===== config.mk =====
export PLATFORM = sky130hd
export DESIGN_NAME = adcsfs_top
export DESIGN_NICKNAME = d
export VERILOG_FILES = /design/src/rtl/adcsfs_top.v /design/src/rtl/adcsfs_sync.v /design/src/rtl/adcsfs_chsel.v
export VERILOG_INCLUDE_DIRS = /design/src /design/src/common
export SDC_FILE = /design/constraint.sdc
export NUM_CORES = 1
export LEC_CHECK = 0
export BUFFER_PORTS_ARGS = -buffer_cell sky130_fd_sc_hd__buf_2
export CAP_MARGIN = 30
export CORE_MARGIN = 2
export CORE_UTILIZATION = 63
export DETAILED_ROUTE_END_ITERATION = 12
export PLACE_DENSITY_LB_ADDON = 0.2
export SLEW_MARGIN = 30
export SYNTH_ARGS = -nofsm -noshare
export SYNTH_HDL_FRONTEND = slang
export SYNTH_HIERARCHICAL = 1
export SYNTH_SLANG_ARGS = --single-unit

===== constraint.sdc =====
create_clock -name CLK -period 3.3 [get_ports CLK]
set_input_delay 0.33 -clock CLK [delete_from_list [all_inputs] [get_ports CLK]]
set_output_delay 0.33 -clock CLK [all_outputs]
set_load 0.05 [all_outputs]

===== src/common/adcsfs_map.vh =====
// field positions, command codes and reset values of the frame sequencer
`ifndef ADCSFS_MAP_VH
`define ADCSFS_MAP_VH
// frame edge counts
`define ADCSFS_MUX_FALL    5'd2
`define ADCSFS_RES_FALL    5'd3
`define ADCSFS_AL_CLR_FALL 5'd10
`define ADCSFS_AL_SET_FALL 5'd12
`define ADCSFS_ACQ_RISE    5'd14
`define ADCSFS_LAST_EDGE   5'd16
// command codes, input word bits 15..12
`define ADCSFS_CMD_KEEP    4'h0
`define ADCSFS_CMD_MANUAL  4'h1
`define ADCSFS_CMD_MASK    4'h2
`define ADCSFS_CMD_RANGE   4'h3
`define ADCSFS_CMD_GPIO    4'h4
`define ADCSFS_CMD_PMASK   4'h8
`define ADCSFS_CMD_PLAST   4'h9
`define ADCSFS_CMD_THR_LO  4'hC
`define ADCSFS_CMD_THR_HI  4'hD
// sequencing modes
`define ADCSFS_MODE_MANUAL 2'd0
`define ADCSFS_MODE_MASK   2'd1
`define ADCSFS_MODE_RANGE  2'd2
// input word fields
`define ADCSFS_PROG_EN     11
`define ADCSFS_RESTART     10
`define ADCSFS_CH_HI       10
`define ADCSFS_CH_LO       7
`define ADCSFS_RANGE_BIT   6
`define ADCSFS_PD_BIT      5
`define ADCSFS_RB_BIT      4
`define ADCSFS_LAST_HI     9
`define ADCSFS_LAST_LO     6
`define ADCSFS_GP_HI_EN    4
`define ADCSFS_GP_LO_EN    5
`define ADCSFS_GP_PD_EN    6
// reset values
`define ADCSFS_THR_HI_RST  8'hFF
`define ADCSFS_THR_LO_RST  8'h00
`endif


===== src/rtl/adcsfs_top.v =====
// serial frame sequencer of a multichannel sampling converter
// How it works
// - chip-select fall starts frame and sample
// - 16-bit word: address or GPIO, result
// - mux switches on second falling edge
// - acquire from rise 14 to next frame
// - GPO refresh at chip-select fall
// - GPI latched, sent if asked before
// - address bits: frame start, falls 1-3
// - result MSB fall 4, LSB by resolution
// - fall 16 ends conversion, releases SDO
// - one input bit per rising edge
// - per-channel high/low thresholds raise alarms
// - alarm set fall 12, cleared fall 10
// - power-down bit acts next frame's fall 16
// - pin power-down immediate, wake on select
// - manual channel used next frame
// - reset: manual mode, channel zero
// - mask scan ascending, mask persists
// - mask resets to all channels
// - range scan zero to last channel
// - last channel resets to highest
// - programming any frame, operation continues
// - manual fields change only when enabled
`timescale 1ns/1ps
`default_nettype none
`include "adcsfs_map.vh"
module adcsfs_top #(
   parameter NUM_CH   = 16,
   parameter RES_BITS = 12
) (
   input  wire        CLK,
   input  wire        RESETN,
   input  wire        CS_N,
   input  wire        SCLK,
   input  wire        SDI,
   input  wire [11:0] CONV_RESULT,
   input  wire [3:0]  GPIO_IN,
   output reg         SDO_OUT,
   output reg         SDO_OE,
   output reg  [3:0]  GPIO_OUT,
   output reg  [3:0]  GPIO_OE,
   output reg  [3:0]  MUX_CH,
   output reg  [3:0]  SAMPLE_CH,
   output reg         SAMPLE_STROBE,
   output reg         CONVERTING,
   output reg         ACQUIRE,
   output reg         RANGE_SEL,
   output reg         POWERED_DOWN
);
   localparam [15:0] MASK_RST = (NUM_CH >= 16) ? 16'hFFFF : (16'hFFFF >> (16 - NUM_CH));
   localparam integer LAST_INT = NUM_CH - 1;
   localparam [3:0]  LAST_RST = LAST_INT[3:0];
   localparam [11:0] RES_MASK = 12'hFFF << (12 - RES_BITS);

   wire [6:0]  pin_s;
   wire        cs_s   = pin_s[6];
   wire        sclk_s = pin_s[5];
   wire        sdi_s  = pin_s[4];
   wire [3:0]  gpi_s  = pin_s[3:0];

   adcsfs_sync #(
      .W       (7),
      .RST_VAL (7'h40)
   ) u_sync (
      .clk    (CLK),
      .resetn (RESETN),
      .din    ({CS_N, SCLK, SDI, GPIO_IN}),
      .dout   (pin_s)
   );

   reg         cs_d_r;
   reg         sclk_d_r;
   reg [4:0]   fall_cnt_r;
   reg [4:0]   rise_cnt_r;
   reg [15:0]  rx_r;
   reg [1:0]   mode_r;
   reg [3:0]   man_ch_r;
   reg         range_r;
   reg         pd_bit_r;
   reg         rb_r;
   reg [3:0]   gpo_r;
   reg [3:0]   gpo_act_r;
   reg [15:0]  mask_r;
   reg [3:0]   last_r;
   reg         mask_arm_r;
   reg         restart_r;
   reg [3:0]   gp_dir_r;
   reg         hi_en_r;
   reg         lo_en_r;
   reg         pdpin_en_r;
   reg [3:0]   addr_r;
   reg [11:0]  result_r;
   reg         hi_al_r;
   reg         lo_al_r;
   reg         pd_arm_r;
   reg [7:0]   thr_lo_r [0:15];
   reg [7:0]   thr_hi_r [0:15];
   wire [3:0]  next_ch;

   wire cs_fall    = cs_d_r & ~cs_s;
   wire sclk_rise  = ~cs_s & ~sclk_d_r & sclk_s;
   wire sclk_fall  = ~cs_s & sclk_d_r & ~sclk_s;
   wire [4:0] fall_nxt = fall_cnt_r + 5'd1;
   wire [4:0] rise_nxt = rise_cnt_r + 5'd1;
   wire [15:0] tx_w    = {addr_r, result_r};
   wire [15:0] word_in = {rx_r[14:0], sdi_s};
   wire word_done = sclk_rise && rise_nxt == `ADCSFS_LAST_EDGE;
   wire pin_pd    = pdpin_en_r & ~gpi_s[3];

   adcsfs_chsel u_chsel (
      .mode    (mode_r),
      .cur     (MUX_CH),
      .man_ch  (man_ch_r),
      .mask    (mask_r),
      .last    (last_r),
      .restart (restart_r),
      .next    (next_ch)
   );

   // edge tracking and frame counters
   always @(posedge CLK or negedge RESETN) begin
      if (!RESETN) begin
         cs_d_r     <= 1'b1;
         sclk_d_r   <= 1'b0;
         fall_cnt_r <= 5'd0;
         rise_cnt_r <= 5'd0;
         rx_r       <= 16'h0000;
      end else begin
         cs_d_r   <= cs_s;
         sclk_d_r <= sclk_s;
         if (cs_fall) begin
            fall_cnt_r <= 5'd0;
            rise_cnt_r <= 5'd0;
         end else begin
            if (sclk_fall && fall_cnt_r != `ADCSFS_LAST_EDGE) begin
               fall_cnt_r <= fall_nxt;
            end
            if (sclk_rise && rise_cnt_r != `ADCSFS_LAST_EDGE) begin
               rise_cnt_r <= rise_nxt;
               rx_r       <= word_in;
            end
         end
      end
   end

   // serial output and conversion timing
   always @(posedge CLK or negedge RESETN) begin
      if (!RESETN) begin
         SDO_OUT       <= 1'b0;
         SDO_OE        <= 1'b0;
         SAMPLE_CH     <= 4'h0;
         SAMPLE_STROBE <= 1'b0;
         CONVERTING    <= 1'b0;
         ACQUIRE       <= 1'b0;
         addr_r        <= 4'h0;
         result_r      <= 12'h000;
      end else begin
         SAMPLE_STROBE <= cs_fall;
         if (cs_fall) begin
            SAMPLE_CH  <= MUX_CH;
            CONVERTING <= 1'b1;
            ACQUIRE    <= 1'b0;
            SDO_OE     <= 1'b1;
            addr_r     <= rb_r ? gpi_s : MUX_CH;
            SDO_OUT    <= rb_r ? gpi_s[3] : MUX_CH[3];
            result_r   <= 12'h000;
         end else begin
            if (sclk_fall && fall_cnt_r != `ADCSFS_LAST_EDGE) begin
               if (fall_nxt == `ADCSFS_LAST_EDGE) begin
                  SDO_OE     <= 1'b0;
                  SDO_OUT    <= 1'b0;
                  CONVERTING <= 1'b0;
               end else begin
                  SDO_OUT <= tx_w[4'd15 - fall_nxt[3:0]];
               end
               if (fall_nxt == `ADCSFS_RES_FALL) begin
                  result_r <= CONV_RESULT & RES_MASK;
               end
            end
            if (sclk_rise && rise_nxt == `ADCSFS_ACQ_RISE) begin
               ACQUIRE <= 1'b1;
            end
         end
      end
   end

   // multiplexer stepping
   always @(posedge CLK or negedge RESETN) begin
      if (!RESETN) begin
         MUX_CH    <= 4'h0;
         restart_r <= 1'b0;
      end else begin
         if (sclk_fall && fall_nxt == `ADCSFS_MUX_FALL) begin
            MUX_CH    <= next_ch;
            restart_r <= 1'b0;
         end else if (word_done && !mask_arm_r && word_in[`ADCSFS_PROG_EN] &&
                      (word_in[15:12] == `ADCSFS_CMD_MASK ||
                       word_in[15:12] == `ADCSFS_CMD_RANGE)) begin
            restart_r <= word_in[`ADCSFS_RESTART];
         end
      end
   end

   // input word decode
   always @(posedge CLK or negedge RESETN) begin
      if (!RESETN) begin
         mode_r     <= `ADCSFS_MODE_MANUAL;
         man_ch_r   <= 4'h0;
         range_r    <= 1'b0;
         pd_bit_r   <= 1'b0;
         rb_r       <= 1'b0;
         gpo_r      <= 4'h0;
         mask_r     <= MASK_RST;
         last_r     <= LAST_RST;
         mask_arm_r <= 1'b0;
         gp_dir_r   <= 4'h0;
         hi_en_r    <= 1'b0;
         lo_en_r    <= 1'b0;
         pdpin_en_r <= 1'b0;
      end else if (word_done) begin
         if (mask_arm_r) begin
            mask_r     <= word_in & MASK_RST;
            mask_arm_r <= 1'b0;
         end else begin
            case (word_in[15:12])
               `ADCSFS_CMD_MANUAL, `ADCSFS_CMD_MASK, `ADCSFS_CMD_RANGE: begin
                  mode_r <= (word_in[15:12] == `ADCSFS_CMD_MANUAL) ? `ADCSFS_MODE_MANUAL :
                            (word_in[15:12] == `ADCSFS_CMD_MASK) ? `ADCSFS_MODE_MASK :
                            `ADCSFS_MODE_RANGE;
                  if (word_in[`ADCSFS_PROG_EN]) begin
                     if (word_in[15:12] == `ADCSFS_CMD_MANUAL) begin
                        man_ch_r <= word_in[`ADCSFS_CH_HI:`ADCSFS_CH_LO];
                     end
                     range_r  <= word_in[`ADCSFS_RANGE_BIT];
                     pd_bit_r <= word_in[`ADCSFS_PD_BIT];
                     rb_r     <= word_in[`ADCSFS_RB_BIT];
                     gpo_r    <= word_in[3:0];
                  end
               end
               `ADCSFS_CMD_PMASK: begin
                  mask_arm_r <= 1'b1;
               end
               `ADCSFS_CMD_PLAST: begin
                  last_r <= word_in[`ADCSFS_LAST_HI:`ADCSFS_LAST_LO];
               end
               `ADCSFS_CMD_GPIO: begin
                  gp_dir_r   <= word_in[3:0];
                  hi_en_r    <= word_in[`ADCSFS_GP_HI_EN];
                  lo_en_r    <= word_in[`ADCSFS_GP_LO_EN];
                  pdpin_en_r <= word_in[`ADCSFS_GP_PD_EN];
               end
               default: begin
               end
            endcase
         end
      end
   end

   // alarm thresholds per channel
   genvar c;
   generate
      for (c = 0; c < 16; c = c + 1) begin : g_thr
         always @(posedge CLK or negedge RESETN) begin
            if (!RESETN) begin
               thr_lo_r[c] <= `ADCSFS_THR_LO_RST;
               thr_hi_r[c] <= `ADCSFS_THR_HI_RST;
            end else if (word_done && word_in[11:8] == c) begin
               if (word_in[15:12] == `ADCSFS_CMD_THR_LO && !mask_arm_r) begin
                  thr_lo_r[c] <= word_in[7:0];
               end
               if (word_in[15:12] == `ADCSFS_CMD_THR_HI && !mask_arm_r) begin
                  thr_hi_r[c] <= word_in[7:0];
               end
            end
         end
      end
   endgenerate

   // alarm flags
   always @(posedge CLK or negedge RESETN) begin
      if (!RESETN) begin
         hi_al_r <= 1'b0;
         lo_al_r <= 1'b0;
      end else if (sclk_fall) begin
         if (fall_nxt == `ADCSFS_AL_SET_FALL) begin
            hi_al_r <= result_r[11:4] > thr_hi_r[SAMPLE_CH];
            lo_al_r <= result_r[11:4] < thr_lo_r[SAMPLE_CH];
         end else if (fall_nxt == `ADCSFS_AL_CLR_FALL) begin
            hi_al_r <= 1'b0;
            lo_al_r <= 1'b0;
         end
      end
   end

   // general purpose pins and range
   always @(posedge CLK or negedge RESETN) begin
      if (!RESETN) begin
         gpo_act_r <= 4'h0;
         GPIO_OUT  <= 4'h0;
         GPIO_OE   <= 4'h0;
         RANGE_SEL <= 1'b0;
      end else begin
         if (cs_fall) begin
            gpo_act_r <= gpo_r;
            RANGE_SEL <= range_r;
         end
         GPIO_OUT <= {gpo_act_r[3:2],
                      lo_en_r ? lo_al_r : gpo_act_r[1],
                      hi_en_r ? hi_al_r : gpo_act_r[0]};
         GPIO_OE  <= {gp_dir_r[3] & ~pdpin_en_r, gp_dir_r[2],
                      gp_dir_r[1] | lo_en_r, gp_dir_r[0] | hi_en_r};
      end
   end

   // power-down control
   always @(posedge CLK or negedge RESETN) begin
      if (!RESETN) begin
         pd_arm_r     <= 1'b0;
         POWERED_DOWN <= 1'b0;
      end else begin
         if (cs_fall) begin
            pd_arm_r <= pd_bit_r;
         end
         if (pin_pd) begin
            POWERED_DOWN <= 1'b1;
         end else if (cs_fall && !pd_bit_r) begin
            POWERED_DOWN <= 1'b0;
         end else if (sclk_fall && fall_nxt == `ADCSFS_LAST_EDGE && pd_arm_r) begin
            POWERED_DOWN <= 1'b1;
         end
      end
   end
endmodule // adcsfs_top
`default_nettype wire


===== src/rtl/adcsfs_sync.v =====
// three-stage pin synchroniser with agreement filter
`timescale 1ns/1ps
`default_nettype none
module adcsfs_sync #(
   parameter         W       = 1,
   parameter [W-1:0] RST_VAL = {W{1'b0}}
) (
   input  wire         clk,
   input  wire         resetn,
   input  wire [W-1:0] din,
   output wire [W-1:0] dout
);
   genvar i;
   generate
      for (i = 0; i < W; i = i + 1) begin : g_bit
         reg s1_r;
         reg s2_r;
         reg s3_r;
         reg q_r;
         always @(posedge clk or negedge resetn) begin
            if (!resetn) begin
               s1_r <= RST_VAL[i];
               s2_r <= RST_VAL[i];
               s3_r <= RST_VAL[i];
               q_r  <= RST_VAL[i];
            end else begin
               s1_r <= din[i];
               s2_r <= s1_r;
               s3_r <= s2_r;
               // accept once second and third agree
               if (s2_r == s3_r) begin
                  q_r <= s3_r;
               end
            end
         end
         assign dout[i] = q_r;
      end
   endgenerate
endmodule // adcsfs_sync
`default_nettype wire


===== src/rtl/adcsfs_chsel.v =====
// next multiplexer channel for the three sequencing modes
`timescale 1ns/1ps
`default_nettype none
`include "adcsfs_map.vh"
module adcsfs_chsel (
   input  wire [1:0]  mode,
   input  wire [3:0]  cur,
   input  wire [3:0]  man_ch,
   input  wire [15:0] mask,
   input  wire [3:0]  last,
   input  wire        restart,
   output reg  [3:0]  next
);
   integer   i;
   reg [3:0] lowest;
   reg [3:0] above;
   reg       has_above;
   always @* begin
      lowest    = 4'h0;
      above     = 4'h0;
      has_above = 1'b0;
      // scan from the top so the lowest match wins
      for (i = 15; i >= 0; i = i - 1) begin
         if (mask[i]) begin
            lowest = i[3:0];
            if (i[3:0] > cur) begin
               above     = i[3:0];
               has_above = 1'b1;
            end
         end
      end
      case (mode)
         `ADCSFS_MODE_MASK: begin
            next = (restart || !has_above) ? lowest : above;
         end
         `ADCSFS_MODE_RANGE: begin
            next = (restart || cur >= last) ? 4'h0 : cur + 4'h1;
         end
         default: begin
            next = man_ch;
         end
      endcase
   end
endmodule // adcsfs_chsel
`default_nettype wire


==> summary.md, run 1 <==
| Metric | Value |
|---|---|
| Core box area | 0.02987 sq mm |
| Post-route clock period utilization | 94.08% |
| FMAX | 0.3221 GHz |
| Library cells used by synthesis | 86 |
| 1st-iter DRT viols | 778 |
| Max_slew headroom | 43.76% |
| Worst skew pair latency | 0.53 ns |
| Vias per inst | 6.459 |
| Ant diodes | 0 |
| Overall power | 10.65 mW |
| Multi-input logic area | 0.008508 sq mm |
| Ports | 44 |
| Remaining DRCs | 0 |
| RSZ-0062 raised after global routing | false |
| Avg Cell Area, Syn | 14.03 sq um |
| Clk root buf | clkbuf_16 |
| Final Skew | 0.02012 ns |
| DP HPWL | 29,180 microns |
| Clock share of power | 43.8% |
| Tmin final | 3.105 ns |
| TritonRoute pass-1 iters | 4 |
| Final instance area | 0.02142 sq mm |
| CP max-delay cell | dfrtp_4 |
| Clock transition at path regs | 0.06 ns |
| Sequential power share | 47.8% |
| Port Buf Inserts | 43 |
| H-tree lvl count | 2 |
| Outcome | complete, no violations |
| Global-route wire length before repair | 70,280 microns |
| Grt ovf | 0 |
| Crit path max fanout | 19 |
| Final setup violation count | 0 |
| Post-CTS setup buffers | 0 |
| Synth-to-Final Area Change | 11.30% |
| Final core utilization | 71.68% |
| Worst EP arrival | 3.51 ns |
| CP Launch Type | flop |
| Synth Instances | 1,371 |
| Internal power | 8.011 mW |
| Post-synthesis sequential area ratio | 52.76% |
| Cell row count | 63 |
| Share of cells above drive strength 1 | 52.90% |
| Hold Crit Class | input pin to flop |
| Combinational power share | 8.3% |
| Cell area after synthesis | 0.01924 sq mm |
| Final net count | 1,472 |
| Total CTS buffers | 41 |
| Psw | 2.640 mW |
| Initial Util | 64.41% |
| Global placement routability congestion | 0.9217 |
| Power Density | 497.4 mW/mm^2 |
| Detailed-route wire length | 44,680 microns |
| Leading register cell type out of synthesis | dfrtp_1 |
| Max cap viols | 0 |
| Total track usage | 29.12% |
| Vias in the first global route | 12.35k |
| Initial antenna violation count | 3 |
| Yosys warns | 6 |
| Max clock buf depth | 3 |
| Final hold viol count | 0 |
| Post-DRT Antenna Nets | 0 |
| VDD IR max | 324.4 uV |
| Setup_tns | 0 ns |
| Slew @ Worst Pin | 0.8436 ns |
| CP Cell Sequence | buf_12 -> mux4_2 -> mux4_2 -> inv_1 -> ha_1 -> o21ai_0 -> a21oi_1 -> nor3_1 -> o21ai_0 -> a41o_1 |
| Register area | 0.01016 sq mm |
| CTS tree | yes |
| DIE WIDTH | 178.8 microns |
| Post-Syn Nets | 1,426 |
| Worst Setup Path Type | flop to flop |
| Routed vias | 11.86k |
| Switch share | 24.79% |
| Routed WL per cell | 24.34 microns |
| Max Slew Vio Count | 0 |
| CP peak stage delay | 0.68 ns |
| Crit path capture type | flop |
| Largest net degree at the start of global routing | 91 |
| Cell leakage power | 9.396 nW |
| Asr flop ratio synth | 100.0% |
| Die ar. | 0.03196 sq mm |
| Number of synthesized flops with an enable pin | 0 |
| Layout fillers | 1,950 |
| Seq cells post-synth | 398 |
| Clock Sink Count | 398 |
| Placement Cell Area | 0.01997 sq mm |
| CP required | 3.71 ns |
| Die H | 178.8 microns |
## path summary, 6_finish.rpt
| path | end | from | depth (start not counted) | slack (ns) |
|---|---|---|---|---|
| min | result_r[6] | CONV_RESULT[6] | 3 | 0.04 |
| max in group asynchronous | thr_hi_r[50] | RESETN | 3 | 1.99 |
| max | hi_al_r | SAMPLE_CH[0] | 10 | 0.20 |
| min reg2reg | u_sync/g_bit[4].s2_r | u_sync/g_bit[4].s1_r | 0 | 0.34 |
| min in group asynchronous | u_sync/g_bit[5].s2_r | RESETN | 2 | 0.36 |
| max reg2reg | hi_al_r | SAMPLE_CH[0] | 10 | 0.20 |
## registers in the layout, summed over array words and instances (netlist names), 5 cells and up
signal	flops
thr_hi_r	128
result_r	12
fall_cnt_r	5
thr_lo_r	128
mask_r	16
rise_cnt_r	5
u_sync/g_bit.s2_r	7
u_sync/g_bit.q_r	7
u_sync/g_bit.s1_r	7
u_sync/g_bit.s3_r	7
rx_r	15
## placed cells by master, fill, tap and decap left out, drive strengths merged, types with 34 or more instances in the layout
cell type  count
inv           40
nor2          44
mux4          82
dfstp        153
clkbuf        58
ha            34
mux2         316
buf           89
o21ai         37
nand2         64
dfrtp        245
## worst max-delay path, delay by kind of cell (launching register included)
family / cells / cell delay, ns
muxes: 2 / 0.99
and+or+nand+nor: 1 / 0.12
buffers and inverters: 2 / 0.31
DFF: 1 / 0.68
AOI/OAI and AO/OA: 4 / 0.62
adders and majority gates: 1 / 0.24
## power groups by stage
| stage | Clock, mW | Sequential (mW) | Combinational, mW |
|---|---|---|---|
| 4_1_cts | 4.73 | 5.09 | 0.881 |
| 2_1_floorplan | 0 | 5.11 | 0.495 |
| 5_1_grt | 4.96 | 5.10 | 0.953 |
| 3_5_place_dp | 0 | 5.17 | 0.859 |
| 6_report | 4.67 | 5.10 | 0.888 |
| 3_3_place_gp | 0 | 5.16 | 0.849 |
## what timing repair did
item,4_1_cts,5_1_grt
endpoints found under the hold margin,40,0
gates resized for setup,0,0
hold buffers,8,0
## cells by family after synthesis
kind of cell / synth area share [%]
multiplexers: 28.40
flip-flops: 52.76
AND/OR/NAND/NOR: 7.316
AO/OA/AOI/OAI: 5.469
XOR/XNOR: 0.4096
buffers and inverters: 3.024
adder cells (fa/ha/maj): 2.621
## routing by layer
metal  track usage, %  up-vias  wire [microns]
met5                0        -              41
met4            9.214        6            1352
met3            6.446       89            3019
met2            47.57      372           21310
met1            39.28     6243           18960
li1                 -     5149               -
## cells in the mapped netlist (all sizes together) (7+ instances only)
library cell	count	area, sq um
a21oi	27	135.1
a31oi	7	50.05
and3	7	43.79
buf	39	225.2
clkbuf	55	206.5
dfrtp	245	6131
dfstp	153	4020
ha	34	425.4
inv	40	150.1
maj3	7	78.83
mux2	316	3558
mux4	82	1847
nand2	64	240.2
nand2b	13	81.33
nand3	23	145.1
nand4	8	62.56
nor2	44	225.2
nor2b	23	146.4
nor3	9	50.05
nor3b	8	71.32
nor4	11	120.1
o21ai	37	192.7
## cell type report
cell class	instances	area share (%)
Timing Repair Buffer	97	3.505
Clock inverter	14	0.8881
Multi-Input combinational cell	839	39.73
Inverter	40	0.7011
Tap cell	390	2.279
Sequential cell	398	47.43
Clock buffer	58	5.469
## through the flow
| step | hold WS [ns] | cells | worst slack, ns |
|---|---|---|---|
| final | 0.03995 | 1836 | 0.1955 |
| after global routing | 0.05479 | 1836 | 0.03315 |
| after CTS | 0.02848 | 1836 | 0.1720 |
| after detailed placement | 0.3362 | 1756 | 0.2439 |
| after global placement | 0.3325 | 1756 | 0.2904 |
| after floorplan | 0.03441 | 1371 | 0.02037 |
(Power assumes the default switching activity.)
==> inputs of run 2 (changes only) <==
Settings changed: ABC_AREA set to 1.
==> summary.md, run 2 <==
| Metric | Value |
|---|---|
| Buf/Inv on CP | 3 |
| Yosys warns | 6 |
| Top cells by count, synth | 498 x nand2_1, 246 x o21ai_0, 245 x dfrtp_1, 200 x o21ai_1, 180 x nor2_1 |
| Die ar. | 0.03192 sq mm |
| Post-DRT Antenna Nets | 0 |
| DIE WIDTH | 178.7 microns |
| Largest registers | thr_hi_r (128), thr_lo_r (128), mask_r (16) |
| Initial antenna violation count | 0 |
| Outcome | complete, no violations |
| CP peak stage delay | 0.50 ns |
| Routed WL per cell | 19.27 microns |
| Cell row count | 63 |
| Vias per inst | 6.024 |
| CP max-delay cell | dfrtp_4 |
| Pre-CTS setup slack | 0.5579 ns |
| Clock Sink Count | 398 |
| Most common cell after layout, fill and taps aside | nand2_1 |
| Hold Crit Class | input pin to flop |
| Largest net degree at the start of global routing | 130 |
| Library cells used by synthesis | 54 |
| Detailed-route wire length | 49,060 microns |
| Overall power | 10.95 mW |
| Final Skew | 0.01680 ns |
| Avg Cell Area, Syn | 9.027 sq um |
| Max clock buf depth | 3 |
| Number of synthesized flops with an enable pin | 0 |
| Cell area after synthesis | 0.01922 sq mm |
| Port Buf Inserts | 43 |
| Initial Util | 64.33% |
| Crit-path most repeated cell | nand2_1 |
| Hold_ws | 0.01668 ns |
| Post-route clock period utilization | 84.95% |
| Top delay family on crit path | compound AO/OA/AOI/OAI gates |
| PnR worst setup slack | 0.4965 ns |
| Core box area | 0.02987 sq mm |
| FMAX | 0.3567 GHz |
| Grt ovf | 0 |
| Die H | 178.7 microns |
| RSZ-0062 raised after global routing | false |
| Worst skew pair latency | 0.55 ns |
| Setup_tns | 0 ns |
| Global-route wire length before repair | 79,870 microns |
| Synth-to-Final Area Change | 9.290% |
| Post-CTS setup buffers | 0 |
| Slew @ Worst Pin | 1.001 ns |
| Max Slew Vio Count | 0 |
| Ant diodes | 0 |
| Reg2Reg Setup Slack | 0.50 ns |
| Commonest non-fill, non-tap cells in the layout | 498 x nand2_1, 246 x o21ai_0, 243 x dfrtp_1 |
| Most common cell in the netlist | nand2_1 |
| Routed vias | 15.34k |
| VDD IR max | 351.9 uV |
| Layout fillers | 2,297 |
| Post-Syn Nets | 2,184 |
| CP Launch Type | flop |
| Final net count | 2,178 |
| 1st-iter DRT viols | 1,465 |
| H-tree lvl count | 2 |
| Cts repair resizes | 0 |
| Power Density | 521.3 mW/mm^2 |
| TritonRoute pass-1 iters | 5 |
| Final hold viol count | 0 |
| Synth Instances | 2,129 |
| Cell leakage power | 8.867 nW |
| Seq cells post-synth | 398 |
| Total track usage | 31.98% |
| Synth top area share | 31.90% |
| Worst EP arrival | 3.25 ns |
| Remaining DRCs | 0 |
| Tmin final | 2.803 ns |
| Total CTS buffers | 42 |
| Placement Cell Area | 0.01947 sq mm |
| Max cap viols | 0 |
| Largest area contributor in the netlist | dfrtp_1 |
| Ports | 44 |
| Global placement routability congestion | 0.8824 |
| Crit path max fanout | 44 |
| Asr flop ratio synth | 100.0% |
| Top cells by area in the synthesized netlist | dfrtp_1 32%, dfstp_2 21%, nand2_1 9.7% |
| CP Cell Sequence | clkinv_2 -> buf_12 -> o21ai_0 -> o221ai_1 -> nand3_1 -> nand2_1 -> inv_1 -> ha_1 -> nand2_1 -> o21ai_0 -> nand2_1 -> o211ai_1 -> nand2_1 -> o31ai_1 |
| Clk root buf | clkbuf_16 |
| Leading register cell type out of synthesis | dfrtp_1 |
| Crit path capture type | flop |
| CTS tree | yes |
| Worst Setup Path Type | flop to flop |
| Final instance area | 0.02100 sq mm |
| CP required | 3.74 ns |
| Clock transition at path regs | 0.06 ns |
| DP HPWL | 31,270 microns |
| Final setup violation count | 0 |
| Share of cells above drive strength 1 | 18.60% |
| Vias in the first global route | 15.07k |
| Max_slew headroom | 33.17% |
| Post-synthesis sequential area ratio | 52.82% |
-- run 2: cell types whose count changed in the layout (fill, tap and decap cells not counted), sizes merged, moves of 9 or more --
| cell | delta |
|---|---|
| a21oi | +9 |
| buf | -13 |
| inv | +92 |
| mux2 | -314 |
| mux4 | -82 |
| nand2 | +437 |
| nand2b | -13 |
| nand3 | +76 |
| nor2 | +144 |
| nor2b | -23 |
| o211ai | +15 |
| o21ai | +438 |
| o221ai | +46 |
| o22ai | +13 |
-- run 2: cell type report --
type / count / area [sq um] / share of cell area (%)
well taps: 390 / 488.0 / 2.323
clock inverters: 17 / 201.4 / 0.9591
repair buffers: 84 / 678.2 / 3.229
inverters: 134 / 509.2 / 2.424
flip-flops and latches: 398 / 10160 / 48.35
clock buffers: 60 / 1251 / 5.957
multi-input cells: 1463 / 7720 / 36.75
-- run 2: cell families (layout without fill, tap and decap cells) --
logic type / Yosys count / in the layout / share of synthesized area [%]
buffers and inverters: 268 / 295 / 7.038
AND/OR/NAND/NOR: 811 / 811 / 19.42
XOR/XNOR: 7 / 7 / 0.3581
adder cells (fa/ha/maj): 34 / 34 / 2.214
flip-flops: 398 / 398 / 52.82
AO/OA/AOI/OAI: 609 / 609 / 18.03
multiplexers: 2 / 2 / 0.1172
-- run 2: final timing paths --
check,start,endpoint,depth (start not counted)
setup / recovery,SAMPLE_CH[0],hi_al_r,14
max in group asynchronous,RESETN,thr_hi_r[23],3
hold / removal,CONV_RESULT[3],result_r[3],3
hold reg to reg,u_sync/g_bit[4].s1_r,u_sync/g_bit[4].s2_r,0
setup reg to reg,SAMPLE_CH[0],hi_al_r,14
min in group asynchronous,RESETN,u_sync/g_bit[5].s2_r,2
-- run 2: routing by layer --
metal	share of wire [%]	track usage (%)
met3	6.7	4.453
met4	4.2	14.06
met2	47	51.34
met5	0	0
met1	42	43.80
-- run 2: stage by stage --
step           instances  util, %
2_1_floorplan       2129        -
3_3_place_gp        2461    65.18
3_5_place_dp        2461    65.18
4_1_cts             2546    70.31
5_1_grt             2546    70.31
6_report            2546    70.31
-- run 2: what timing repair did --
action / CTS / global route
hold buffers: 8 / 0
endpoints found under the hold margin: 95 / 0
endpoints found under the setup margin: 0 / 0
-- run 2: tightest hold or removal path, delay by kind of cell --
family	cells	cell delay (ns)
and+or+nand+nor	2	0.11
buffers and inverters	1	0.08
-- run 2: power breakdown --
part / switching [mW] / internal, mW / total (mW) / leakage (nW)
Combinational: 0.808 / 0.167 / 0.975 / 3.22
Sequential: 0.0690 / 4.97 / 5.04 / 4.93
Clock: 1.97 / 2.96 / 4.94 / 0.722
